**src/scdiv_params.svh**
```systemverilog
// Register offsets, field positions and reset values of the clock divider
`ifndef SCDIV_PARAMS_SVH
`define SCDIV_PARAMS_SVH
`define SCDIV_SPAN_OFFSET 9'h018
`define SCDIV_SYNC_OFFSET 9'h100
`define SCDIV_DIV_OFFSET 9'h00B
`define SCDIV_STAB_OFFSET 9'h009
`define SCDIV_SPAN_RESET 8'hE0
`define SCDIV_SYNC_RESET 8'h00
`define SCDIV_DIV_RESET 8'h00
`define SCDIV_STAB_RESET 8'h01
`define SCDIV_SYNC_EN_BIT 0
`define SCDIV_SYNC_ONCE_BIT 1
`define SCDIV_SYNC_EVERY_BIT 2
`define SCDIV_SPAN_1V00 8'hC0
`define SCDIV_SPAN_1V14 8'hC8
`define SCDIV_SPAN_1V33 8'hD0
`define SCDIV_SPAN_1V60 8'hD8
`define SCDIV_SPAN_2V00 8'hE0
`endif

```
**src/scdiv_pkg.sv**
```systemverilog
// Types of the sample clock divider
package scdiv_pkg;
    typedef logic [2:0] scdiv_span_t;
    typedef enum logic [1:0] {
        SCDIV_SYNC_OFF = 2'b00,
        SCDIV_SYNC_ARMED = 2'b01,
        SCDIV_SYNC_DONE = 2'b11
    } scdiv_sync_e;
    localparam scdiv_span_t SCDIV_SPAN_CODE_1V00 = 3'h0;
    localparam scdiv_span_t SCDIV_SPAN_CODE_1V14 = 3'h1;
    localparam scdiv_span_t SCDIV_SPAN_CODE_1V33 = 3'h2;
    localparam scdiv_span_t SCDIV_SPAN_CODE_1V60 = 3'h3;
    localparam scdiv_span_t SCDIV_SPAN_CODE_2V00 = 3'h4;
endpackage

```
**src/scdiv_counter.sv**
```systemverilog
// Divide-by-N counter with realignment
`timescale 1ns/100ps
`include "scdiv_params.svh"
module scdiv_counter
    import scdiv_pkg::*;
(
    input wire logic ref_clk,
    input wire logic rst,
    input wire logic [2:0] div_sel,
    input wire logic realign,
    output logic clk_div,
    output logic sample_strobe
);
    logic [2:0] count;
    logic [2:0] next_count;
    logic [3:0] half;

    assign half = ({1'b0, div_sel} + 4'h1) >> 1;

    always_comb begin
        next_count = (count == div_sel) ? 3'h0 : count + 3'h1;
    end

    always_ff @(posedge ref_clk) begin
        if (rst || realign) begin
            count <= 3'h0;
        end else begin
            count <= next_count;
        end
    end

    always_ff @(posedge ref_clk) begin
        if (rst || realign) begin
            clk_div <= 1'b1;
        end else if (div_sel == 3'h0) begin
            clk_div <= ~clk_div;
        end else begin
            // Rise only at count zero, even across a ratio change
            clk_div <= (next_count == 3'h0)
                || (clk_div && ({1'b0, next_count} < half));
        end
    end

    always_ff @(posedge ref_clk) begin
        if (rst || realign) begin
            sample_strobe <= 1'b1;
        end else begin
            sample_strobe <= (next_count == 3'h0);
        end
    end
endmodule

```
**src/scdiv_top.sv**
```systemverilog
// Sample clock divider, sync control and span decoder
`timescale 1ns/100ps
`include "scdiv_params.svh"
// Contract
// - Divide input clock by any integer ratio from one to eight; at ratio one clk_div toggles, dividing by two.
// - External sync input realigns the divider across devices.
// - Bit one picks first-pulse-after-write sync when set, every-pulse sync when clear.
// - Each valid sync returns the divider counter to initial state.
// - Span register codes C0..E0 select 1.0 to 2.0 V p-p span.
// - A new sample is taken on each internal clock rising edge.
module scdiv_top
    import scdiv_pkg::*;
(
    input wire logic ref_clk,
    input wire logic rst,
    input wire logic sync_in,
    input wire logic reg_wr,
    input wire logic reg_rd,
    input wire logic [8:0] reg_addr,
    input wire logic [7:0] reg_wdata,
    output logic [7:0] reg_rdata,
    output logic clk_div,
    output logic sample_strobe,
    output logic duty_cycle_stabilizer,
    output logic [2:0] span_code,
    output logic span_valid,
    output logic sync_seen
);
    logic [7:0] span_reg;
    logic [7:0] sync_reg;
    logic [7:0] div_reg;
    logic [7:0] stab_reg;
    logic sync_q;
    logic sync_rise;
    logic realign;
    scdiv_sync_e sync_state;

    function automatic logic sel(input logic [8:0] a, input logic [8:0] o);
        sel = (a == o);
    endfunction

    always_ff @(posedge ref_clk) begin
        if (rst) begin
            span_reg <= `SCDIV_SPAN_RESET;
            div_reg <= `SCDIV_DIV_RESET;
            stab_reg <= `SCDIV_STAB_RESET;
        end else if (reg_wr) begin
            if (sel(reg_addr, `SCDIV_SPAN_OFFSET)) begin
                span_reg <= reg_wdata;
            end
            if (sel(reg_addr, `SCDIV_DIV_OFFSET)) begin
                div_reg <= {5'h00, reg_wdata[2:0]};
            end
            if (sel(reg_addr, `SCDIV_STAB_OFFSET)) begin
                stab_reg <= {7'h00, reg_wdata[0]};
            end
        end
    end

    always_ff @(posedge ref_clk) begin
        if (rst) begin
            sync_reg <= `SCDIV_SYNC_RESET;
        end else if (reg_wr && sel(reg_addr, `SCDIV_SYNC_OFFSET)) begin
            sync_reg <= {5'h00, reg_wdata[2:0]};
        end
    end

    always_ff @(posedge ref_clk) begin
        if (rst) begin
            reg_rdata <= 8'h00;
        end else if (reg_rd) begin
            if (sel(reg_addr, `SCDIV_SPAN_OFFSET)) begin
                reg_rdata <= span_reg;
            end else if (sel(reg_addr, `SCDIV_SYNC_OFFSET)) begin
                reg_rdata <= {sync_reg[7:4], sync_seen, sync_reg[2:0]};
            end else if (sel(reg_addr, `SCDIV_DIV_OFFSET)) begin
                reg_rdata <= div_reg;
            end else if (sel(reg_addr, `SCDIV_STAB_OFFSET)) begin
                reg_rdata <= stab_reg;
            end else begin
                reg_rdata <= 8'h00;
            end
        end
    end

    always_ff @(posedge ref_clk) begin
        if (rst) begin
            sync_q <= 1'b0;
        end else begin
            sync_q <= sync_in;
        end
    end
    assign sync_rise = sync_in && !sync_q;

    // Write rearms one-shot and wins over a pulse in the same cycle
    always_ff @(posedge ref_clk) begin
        if (rst) begin
            sync_state <= SCDIV_SYNC_OFF;
        end else if (reg_wr && sel(reg_addr, `SCDIV_SYNC_OFFSET)) begin
            sync_state <= SCDIV_SYNC_ARMED;
        end else begin
            unique case (sync_state)
                SCDIV_SYNC_OFF: sync_state <= SCDIV_SYNC_OFF;
                SCDIV_SYNC_ARMED: begin
                    if (sync_rise && sync_reg[`SCDIV_SYNC_EN_BIT]) begin
                        sync_state <= SCDIV_SYNC_DONE;
                    end
                end
                SCDIV_SYNC_DONE: sync_state <= SCDIV_SYNC_DONE;
                default: sync_state <= SCDIV_SYNC_OFF;
            endcase
        end
    end

    // every pulse or first after write
    always_comb begin
        realign = 1'b0;
        if (sync_rise && sync_reg[`SCDIV_SYNC_EN_BIT]) begin
            if (!sync_reg[`SCDIV_SYNC_ONCE_BIT]) begin
                realign = 1'b1;
            end else if (sync_state == SCDIV_SYNC_ARMED) begin
                realign = 1'b1;
            end
        end
    end

    // Sticky flag; a realign beats the clearing write
    always_ff @(posedge ref_clk) begin
        if (rst) begin
            sync_seen <= 1'b0;
        end else if (realign) begin
            sync_seen <= 1'b1;
        end else if (reg_wr && sel(reg_addr, `SCDIV_SYNC_OFFSET)) begin
            sync_seen <= 1'b0;
        end
    end

    scdiv_counter scdiv_counter_inst (
        .ref_clk(ref_clk),
        .rst(rst),
        .div_sel(div_reg[2:0]),
        .realign(realign),
        .clk_div(clk_div),
        .sample_strobe(sample_strobe)
    );

    always_ff @(posedge ref_clk) begin
        if (rst) begin
            duty_cycle_stabilizer <= 1'b1;
        end else begin
            duty_cycle_stabilizer <= stab_reg[0];
        end
    end

    always_ff @(posedge ref_clk) begin
        if (rst) begin
            span_code <= SCDIV_SPAN_CODE_2V00;
            span_valid <= 1'b1;
        end else begin
            span_valid <= 1'b1;
            unique case (span_reg)
                `SCDIV_SPAN_1V00: span_code <= SCDIV_SPAN_CODE_1V00;
                `SCDIV_SPAN_1V14: span_code <= SCDIV_SPAN_CODE_1V14;
                `SCDIV_SPAN_1V33: span_code <= SCDIV_SPAN_CODE_1V33;
                `SCDIV_SPAN_1V60: span_code <= SCDIV_SPAN_CODE_1V60;
                `SCDIV_SPAN_2V00: span_code <= SCDIV_SPAN_CODE_2V00;
                // Unlisted codes keep full span, flagged invalid
                default: begin
                    span_code <= SCDIV_SPAN_CODE_2V00;
                    span_valid <= 1'b0;
                end
            endcase
        end
    end
endmodule

```
**config.mk**
```make
export PLATFORM = sky130hd
export DESIGN_NAME = scdiv_top
export DESIGN_NICKNAME = d
export VERILOG_FILES = /design/src/scdiv_pkg.sv /design/src/scdiv_counter.sv /design/src/scdiv_top.sv
export VERILOG_INCLUDE_DIRS = /design/src /design/src/src
export SDC_FILE = /design/constraint.sdc
export NUM_CORES = 1
export LEC_CHECK = 0
export BUFFER_PORTS_ARGS = -buffer_cell sky130_fd_sc_hd__clkbuf_2
export CAP_MARGIN = 20
export CORE_MARGIN = 5
export CORE_UTILIZATION = 25
export DETAILED_ROUTE_END_ITERATION = 10
export GPL_TIMING_DRIVEN = 0
export RECOVER_POWER = 100
export SYNTH_ARGS = -nofsm -noshare
export SYNTH_HDL_FRONTEND = slang
export SYNTH_SLANG_ARGS = --single-unit
```
**constraint.sdc**
```tcl
create_clock -name ref_clk -period 5.3 [get_ports ref_clk]
set_clock_uncertainty 0.2 [all_clocks]
set_input_delay 0.53 -clock ref_clk [delete_from_list [all_inputs] [get_ports ref_clk]]
set_output_delay 0.53 -clock ref_clk [all_outputs]
set_load 0.05 [all_outputs]
```
; ---- Word-level counts from Yosys, hierarchy flattened
; Cells that the tools add are included.
[word_totals]
out_inout_bits = 16
inputBits = 22
regBits = 37
[classes]
add_sub_neg = 2
n_eq_ne = 14
muxes = 16
reduce_logical = 15
order_cmp = 1
bitwise = 1
[op_table]
columns = operator, count
row1 = "8-bit equality test, second input constant", 5
row2 = "9-bit by 4-bit equality test with 1-bit output, second input constant", 2
row3 = 3-bit case mux with 4 select lines, 1
row4 = "9-bit by 5-bit equality test with 1-bit output, second input constant", 1
row5 = "9-bit equality test, second input constant", 1
row6 = 1-bit 2-to-1 mux, 9
row7 = 8-bit 2-to-1 mux, 1
row8 = 3-bit logical NOT, 2
row9 = 3-bit 2-to-1 mux, 2
row10 = 2-bit AND reduction, 3
row11 = 5-bit OR reduction, 1
row12 = "3-bit by 1-bit adder with 4-bit output, second input constant", 1
row13 = 1-bit logical AND, 4
row14 = 4-bit 2-to-1 mux, 1
row15 = 2-bit case mux with 2 select lines, 1
row16 = "3-bit by 1-bit adder with 3-bit output, second input constant", 1
row17 = 3-bit equality test, 1
row18 = 3-bit less-than comparator, 1
row19 = "3-bit inequality test, second input constant", 1
row20 = "2-bit by 1-bit equality test with 1-bit output, second input constant", 1
row21 = "2-bit equality test, second input constant", 1
row22 = 1-bit logical OR, 2
row23 = 2-bit 2-to-1 mux, 1
row24 = "2-bit inequality test, second input constant", 1
row25 = 4 further kinds, 4

; ---- Logic depth before layout (Yosys ltp)
; Gate-level depths: netlist (run 1).
[logic_depth]
ltp_word = 6
depth_mapped = 8
mapped_depth_nobuf = 8

; ---- Modules after synthesis
; From an unflattened synthesis (run 1), not the netlist that was laid out.
[unflattened]
hier_cells = 183
hier_area_um2 = 1647.8
[by_module_without_submodules]
columns = mod, n_inst, cells_each, area_each_um2, seq_area_each_um2
row1 = scdiv_top, 1, 146, 1292.5, 640.6
row2 = scdiv_counter, 1, 37, 355.3, 100.1

; ---- Worst setup path after synthesis (run 1)
; OpenSTA, ideal clock, no wires.
[synth_path]
path_type = reg2reg
startpoint = register div_reg[1]
endpoint = register scdiv_counter_inst.clk_div
path_stages_with_launch = 9
setup_slack_ps = 3077
n_path_buf = 0
t_required_ps = 4994
period_less_slack_ps = 2223
arrival_time_ps = 1917
setup_time_ps = 106
cell_sequence = dfxtp_1 > xor2_1 > nor3_1 > nor2b_1 > ha_1 > a21boi_0 > o31ai_1 > a21oi_1 > o311ai_0
[synth_via]
elab_chain_len = 6
[synth_rtl]
columns = item, line_no
row1 = from (decl), scdiv_top.sv:31  ; logic [7:0] div_reg;
row2 = from (signal assigned), scdiv_top.sv:45  ; div_reg <= `SCDIV_DIV_RESET;
row3 = from (signal assigned), scdiv_top.sv:52  ; div_reg <= {5'h00, reg_wdata[2:0]};
row4 = 3-bit equality test (*), scdiv_counter.sv:21  ; next_count = (count == div_sel) ? 3'h0 : count + 3'h1;
row5 = 3-bit 2-to-1 mux (*), scdiv_counter.sv:21
row6 = named net scdiv_counter_inst.next_count[1], scdiv_counter.sv:15  ; logic [2:0] next_count;
row7 = 3-bit less-than comparator, scdiv_counter.sv:40  ; || (clk_div && ({1'b0, next_count} < half));
row8 = 1-bit logical AND, scdiv_counter.sv:40
row9 = 1-bit logical OR (*), scdiv_counter.sv:40
row10 = 1-bit 2-to-1 mux (*), scdiv_counter.sv:35  ; end else if (div_sel == 3'h0) begin
row11 = to (signal assigned), scdiv_counter.sv:36  ; clk_div <= ~clk_div;
row12 = to (signal assigned), scdiv_counter.sv:39  ; clk_div <= (next_count == 3'h0)
row13 = to (decl), scdiv_counter.sv:11  ; output logic clk_div,
; Mark *: on every way through the listed nets, which the timed path passes. The rest lies on a longest branch.
; A chain may end at the register's enable or synchronous reset.

; ---- Worst setup path in the final report (run 1)
[layout_path]
startpoint = input port reg_addr[5]
endpoint = register span_reg[6]
[layout_via]
elab_chain_len = 2
[layout_rtl]
columns = item, line_no
row1 = from (decl), scdiv_top.sv:19  ; input wire logic [8:0] reg_addr,
row2 = 9-bit by 5-bit equality test with 1-bit output, scdiv_top.sv:39  ; sel = (a == o);
row3 = 2-bit AND reduction (no line), n/a
row4 = to (signal assigned), scdiv_top.sv:44  ; span_reg <= `SCDIV_SPAN_RESET;
row5 = to (signal assigned), scdiv_top.sv:49  ; span_reg <= reg_wdata;
row6 = to (decl), scdiv_top.sv:29  ; logic [7:0] span_reg;
; No other way between the ends.

==> results.yml, run 1 <==
outcome:
  status: "finished clean"
routing:
  routed_wl_mm: 4.13
  drc_errors: 0
  wl_per_cell_um: 13.7
  detail_route.iter0.violations: 84
  dr_total_vias: 1431
  viasPerCell: 4.74
  antenna_left: 0
  dr.pass1.iters: 4
yosys:
  syn-cell-area_mm2: 0.00164
  ys_seq_area_frac: 0.453
  netlist.area_leader.share: 0.453
  synth_cell_types: 39
  synth-seq-cells: 37
  yosysTopAreaCell: "dfxtp_1"
  synthTopCellsByArea: "dfxtp_1 45%, a21oi_1 4.9%, mux2i_1 4.3%"
  syn_nets: 207
  syn-instance-count: 181
  synth_warnings: 0
  synth_area_per_cell_um2: 9.04
placed_design:
  port_buffers: 37
  gp_congestion: 0.772
  postPlaceCellArea_mm2: 0.00192
  dp_cells: 295
  dpl.hpwl_mm: 3.11
timing:
  fin_setup_tns_ns: 0
  post-route-min-period_ns: 2.74
  slew_violations: 0
  maxSlewHeadroom: 0.0917
  setup_viol: 0
  worst_pin_slew_ns: 1.35
  fmax_mhz: 364
  fin_crit_sh: 0.518
  rsz0062_at_grt: "false"
  hold_viol: 0
setup_path:
  critPathMaxFanout: 10
  critPathMaxStageDelay_ns: 1.11
  reg2reg_slack_ns: 2.82
  cp_top_family: "simple AND/OR/NAND/NOR gates"
  cp_common_cell: "and3_1"
  crit_type: "primary input to flop"
  worstSetupEndpointType: "flop"
  path_cells: "clkbuf_2 > nor4_1 > and3_1 > clkbuf_1 > and3_1 > a211o_1"
  arrival_ns: 2.77
  path_buf_inv: 2
  crit_path_top_delay_cell: "nor4_1"
  startpoint_type: "primary input"
  worstPathRequired_ns: 5.33
cells_and_area:
  final_cells: 302
  multi_input_area_um2: 815
  utilization: 0.308
  seqCellArea_um2: 741
  area_delta_synth_final_pct: 19.6
  n_fill_cell: 688
  diodes: 0
  drive_above_1_share: 0.116
  final_area_mm2: 0.00196
  fin_nets: 251
floorplan:
  rows: 29
  die_w_um: 90.9
  start_util: 0.258
  coreArea_mm2: 0.00635
  die_y_um: 90.9
  io_pins: 38
  dieArea_mm2: 0.00826
grt:
  grt_antenna_before_repair: 0
  grt_pass1_wl_mm: 7.06
  first_global_vias: 1466
  globalRouteTotalUtil: 0.104
  grt_max_degree: 11
  grt_overflow: 0
job:
  drv_cap: 0
clock_network:
  cts_tree: "done"
  clock-sinks: 37
  cts.repair.resized: 0
  post_cts_buffers: 0
  cts_made_buffers: 5
  cts_hold_buf: 0
  cts-root-buf: "clkbuf_8"
  clk_path_buf_depth: 2
  clkTransAtPathRegs_ns: 0.07
  htree_num_levels: 2
  clock_latency_ns: 0.28
hold_path:
  min_path_type: "flop to flop"
power:
  peakVddDrop_mv: 0.109
  p_per_area_mw_per_mm2: 258
  leakage_nw: 0.784
  power_w: 0.000505
==> stage by stage <==
step | setup slack, ns | hold WS, ns
final | 2.56 | 0.262
after global routing | 2.27 | 0.267
after CTS | 2.79 | 0.261
after detailed placement | 2.80 | 0.251
after global placement | 2.87 | 0.246
after floorplan | 3.08 | 0.232
==> area by class of cell <==
type | instances | area share
flip-flops and latches | 37 | 0.379
plain buffers | 7 | 0.0134
repair buffers | 37 | 0.0831
clock buffers | 7 | 0.0441
well taps | 77 | 0.0492
inverters | 8 | 0.0153
multi-input cells | 129 | 0.416
==> worst paths after layout <==
path | from | to | cells after the start
max | reg_addr[5] | span_reg[6] | 6
min | sync_state[0] | sync_state[0] | 2
max reg2reg | div_reg[1] | scdiv_counter_inst.clk_div | 8
min reg2reg | sync_state[0] | sync_state[0] | 2
==> metal layers <==
metal	global-route usage	wire, um	part of all wire
met5	0	0	0
met4	0.0306	31	0.0075
met3	0.0292	153	0.037
met2	0.166	1950	0.47
met1	0.136	1990	0.48
==> layout by cell type (no fill, tap or decap), drive strengths merged <==
cell and instances:
and3 4, xnor2 1, mux2i 7, o21ai 3, a41o 1, nand3 11
a21o 2, nor4bb 1, inv 8, nor4 2, o311ai 1, nand4 5
a32oi 2, nand2b 9, a21boi 1, ha 4, o31ai 4, a22o 1
nor3 2, and4b 1, dfxtp 37, and2 2, clkbuf 51, nor3b 2
nand2 11, a211o 4, and3b 1, nor2 17, a21oi 16, nand3b 1
nand4b 1, o22a 1, o32ai 1, xor2 4, nor2b 5, or2 1
==> worst min-delay path, stage by stage, from the launching register on <==
cell     delay, ns
dfxtp_1       0.32
inv_1         0.05
a21oi_1       0.05
==> synthesized netlist by cell type (all sizes together) <==
| library cell | n |
|---|---|
| o22a | 1 |
| ha | 4 |
| mux2i | 7 |
| buf | 1 |
| a22o | 1 |
| nor3b | 2 |
| and3 | 4 |
| nor4bb | 1 |
| o311ai | 1 |
| o21ai | 3 |
| nand2 | 11 |
| a21o | 2 |
| dfxtp | 37 |
| xor2 | 4 |
| nor2 | 17 |
| nor4 | 2 |
| o31ai | 4 |
| and2 | 2 |
| clkbuf | 6 |
| nor3 | 2 |
| a21boi | 1 |
| or2 | 1 |
| xnor2 | 1 |
| nand2b | 9 |
| o32ai | 1 |
| nor2b | 5 |
| and4b | 1 |
| a41o | 1 |
| nand4b | 1 |
| and3b | 1 |
| nand4 | 5 |
| a32oi | 2 |
| a211o | 4 |
| nand3 | 11 |
| inv | 8 |
| nand3b | 1 |
| a21oi | 16 |
==> logic make-up after synthesis <==
logic type / share of synthesized area
AND/OR/NAND/NOR: 0.261
AO/OA/AOI/OAI: 0.150
flip-flops: 0.453
buffers and inverters: 0.0367
multiplexers: 0.0428
XOR/XNOR: 0.0268
adder cells (fa/ha/maj): 0.0306
==> power breakdown <==
group | total, W | switching [W] | internal (W)
Sequential | 0.000280 | 0.000000650 | 0.000279
Combinational | 0.0000301 | 0.0000192 | 0.0000108
Clock | 0.000195 | 0.0000921 | 0.000103
Total | 0.000505 | 0.000112 | 0.000393
No activity file was read; power rests on OpenSTA's default activity.
==> inputs of run 2 (changes only) <==
==> constraint.sdc (replaced) <==
create_clock -name ref_clk -period 2.45 [get_ports ref_clk]
set_clock_uncertainty 0.2 [all_clocks]
set_input_delay 0.245 -clock ref_clk [delete_from_list [all_inputs] [get_ports ref_clk]]
set_output_delay 0.245 -clock ref_clk [all_outputs]
set_load 0.05 [all_outputs]
==> results.yml, run 2 (synthesis gave the netlist of run 1 again) <==
placed_design:
  port_buffers: 37
  postPlaceCellArea_mm2: 0.00192
  gp_congestion: 0.772
  dpl.hpwl_mm: 3.11
  dp_cells: 295
clock_network:
  clkTransAtPathRegs_ns: 0.07
  clock_latency_ns: 0.28
  htree_num_levels: 2
  clk_path_buf_depth: 2
  cts_made_buffers: 5
  clock-sinks: 37
  cts_tree: "done"
  cts-root-buf: "clkbuf_8"
job:
  drv_cap: 0
setup_path:
  crit_path_top_delay_cell: "dfxtp_2"
  arrival_ns: 2.18
  critPathMaxStageDelay_ns: 0.36
  critPathMaxFanout: 6
  worstPathRequired_ns: 2.44
  path_cells: "xor2_1 > nor3_2 > nor2b_1 > ha_1 > a21boi_0 > o21ai_0 > a21oi_1 > o311ai_1"
  worstSetupEndpointType: "flop"
  startpoint_type: "flop"
  crit_type: "flop to flop"
grt:
  grt_overflow: 0
  met1_usage: 0.137
  met2_usage: 0.167
  grt_pass1_wl_mm: 7.09
  globalRouteTotalUtil: 0.104
  grt_use_met3: 0.0292
  grt_max_degree: 11
  first_global_vias: 1462
  top_usage_layer: "met2"
  grt_antenna_before_repair: 0
timing:
  fin_setup_tns_ns: 0
  slew_violations: 0
  worst_pin_slew_ns: 0.859
  fin_crit_sh: 0.893
  fmax_mhz: 457
  post-route-min-period_ns: 2.19
  hold_viol: 0
  rsz0062_at_grt: "false"
  setup_viol: 0
  maxSlewHeadroom: 0.419
power:
  power_frac_seq: 0.552
  p_per_area_mw_per_mm2: 547
  p_comb_frac: 0.063
  switching_share: 0.222
  p_clk_frac: 0.385
  power_w: 0.00110
  p_sw_w: 0.000244
  leakage_nw: 0.804
  p_int_w: 0.000853
  peakVddDrop_mv: 0.235
routing:
  antenna_left: 0
  routed_wl_mm: 4.15
  drc_errors: 0
  detail_route.iter0.violations: 71
  wl_per_cell_um: 13.6
  dr.pass1.iters: 4
  viasPerCell: 4.72
  dr_total_vias: 1443
floorplan:
  die_y_um: 90.9
  coreArea_mm2: 0.00635
  die_w_um: 90.9
  dieArea_mm2: 0.00826
  rows: 29
  io_pins: 38
  start_util: 0.258
cells_and_area:
  seqCellArea_um2: 743
  area_delta_synth_final_pct: 22.6
  drive_above_1_share: 0.140
  multi_input_area_um2: 826
  fin_nets: 255
  final_cell_mix: "35 x dfxtp_1, 26 x clkbuf_1, 19 x clkbuf_2, 17 x nor2_1, 16 x a21oi_1"
  diodes: 0
  final_area_mm2: 0.00201
  final_cells: 306
  n_fill_cell: 682
  layout_commonest_cell: "dfxtp_1"
outcome:
  status: "finished clean"
hold_path:
  min_path_type: "primary input to flop"
==> run 2: area by class of cell <==
class,instances,share of cell area
multi-input cells,129,0.412
flip-flops and latches,37,0.371
repair buffers,41,0.0986
well taps,77,0.0480
clock buffers,7,0.0430
inverters,8,0.0150
plain buffers,7,0.0131
==> run 2: metrics by stage <==
stage,hold WS (ns),util,setup slack (ns)
2_1_floorplan,0.173,-,0.227
3_3_place_gp,0.246,0.302,0.0197
3_5_place_dp,0.251,0.302,-0.0451
4_1_cts,0.00331,0.320,0.106
5_1_grt,0.0262,0.316,0.0422
6_report,0.00478,0.316,0.262
==> run 2: power by group through the flow <==
stage	clock network (W)	registers (W)	logic (W)
2_1_floorplan	0	0.000623	0.0000274
3_3_place_gp	0	0.000619	0.0000688
3_5_place_dp	0	0.000619	0.0000694
4_1_cts	0.000434	0.000605	0.0000721
5_1_grt	0.000473	0.000605	0.0000767
6_report	0.000422	0.000605	0.0000690
==> run 2: repair_timing <==
action	4_1_cts	5_1_grt
gates resized for setup	1	3
hold buffers	2	0
endpoints found under the hold margin	2	0
setup buffers	0	2
pin swaps	0	1
setup endpoints to repair	1	1
==> run 2: critical path, delay by kind of cell (launching register included) <==
kind                     cells  cell delay [ns]
flip-flops                   1             0.36
AO/OA/AOI/OAI                4             0.71
adder cells (fa/ha/maj)      1             0.29
XOR/XNOR                     1             0.17
AND/OR/NAND/NOR              2             0.37
==> run 2: worst paths after layout <==
| path | start | endpoint | slack, ns | cells after the start |
|---|---|---|---|---|
| min | reg_wdata[3] | span_reg[3] | 0.005 | 3 |
| max | div_reg[2] | scdiv_counter_inst.clk_div | 0.26 | 8 |
| min reg2reg | sync_state[0] | sync_state[0] | 0.26 | 2 |
| max reg2reg | div_reg[2] | scdiv_counter_inst.clk_div | 0.26 | 8 |
==> run 2: per-layer routing <==
metal	wire, um	share of wire	vias to the layer above
met5	0	0	-
met4	32	0.0077	0
met3	163	0.039	4
met2	1970	0.48	31
met1	1980	0.48	673
li1	-	-	735
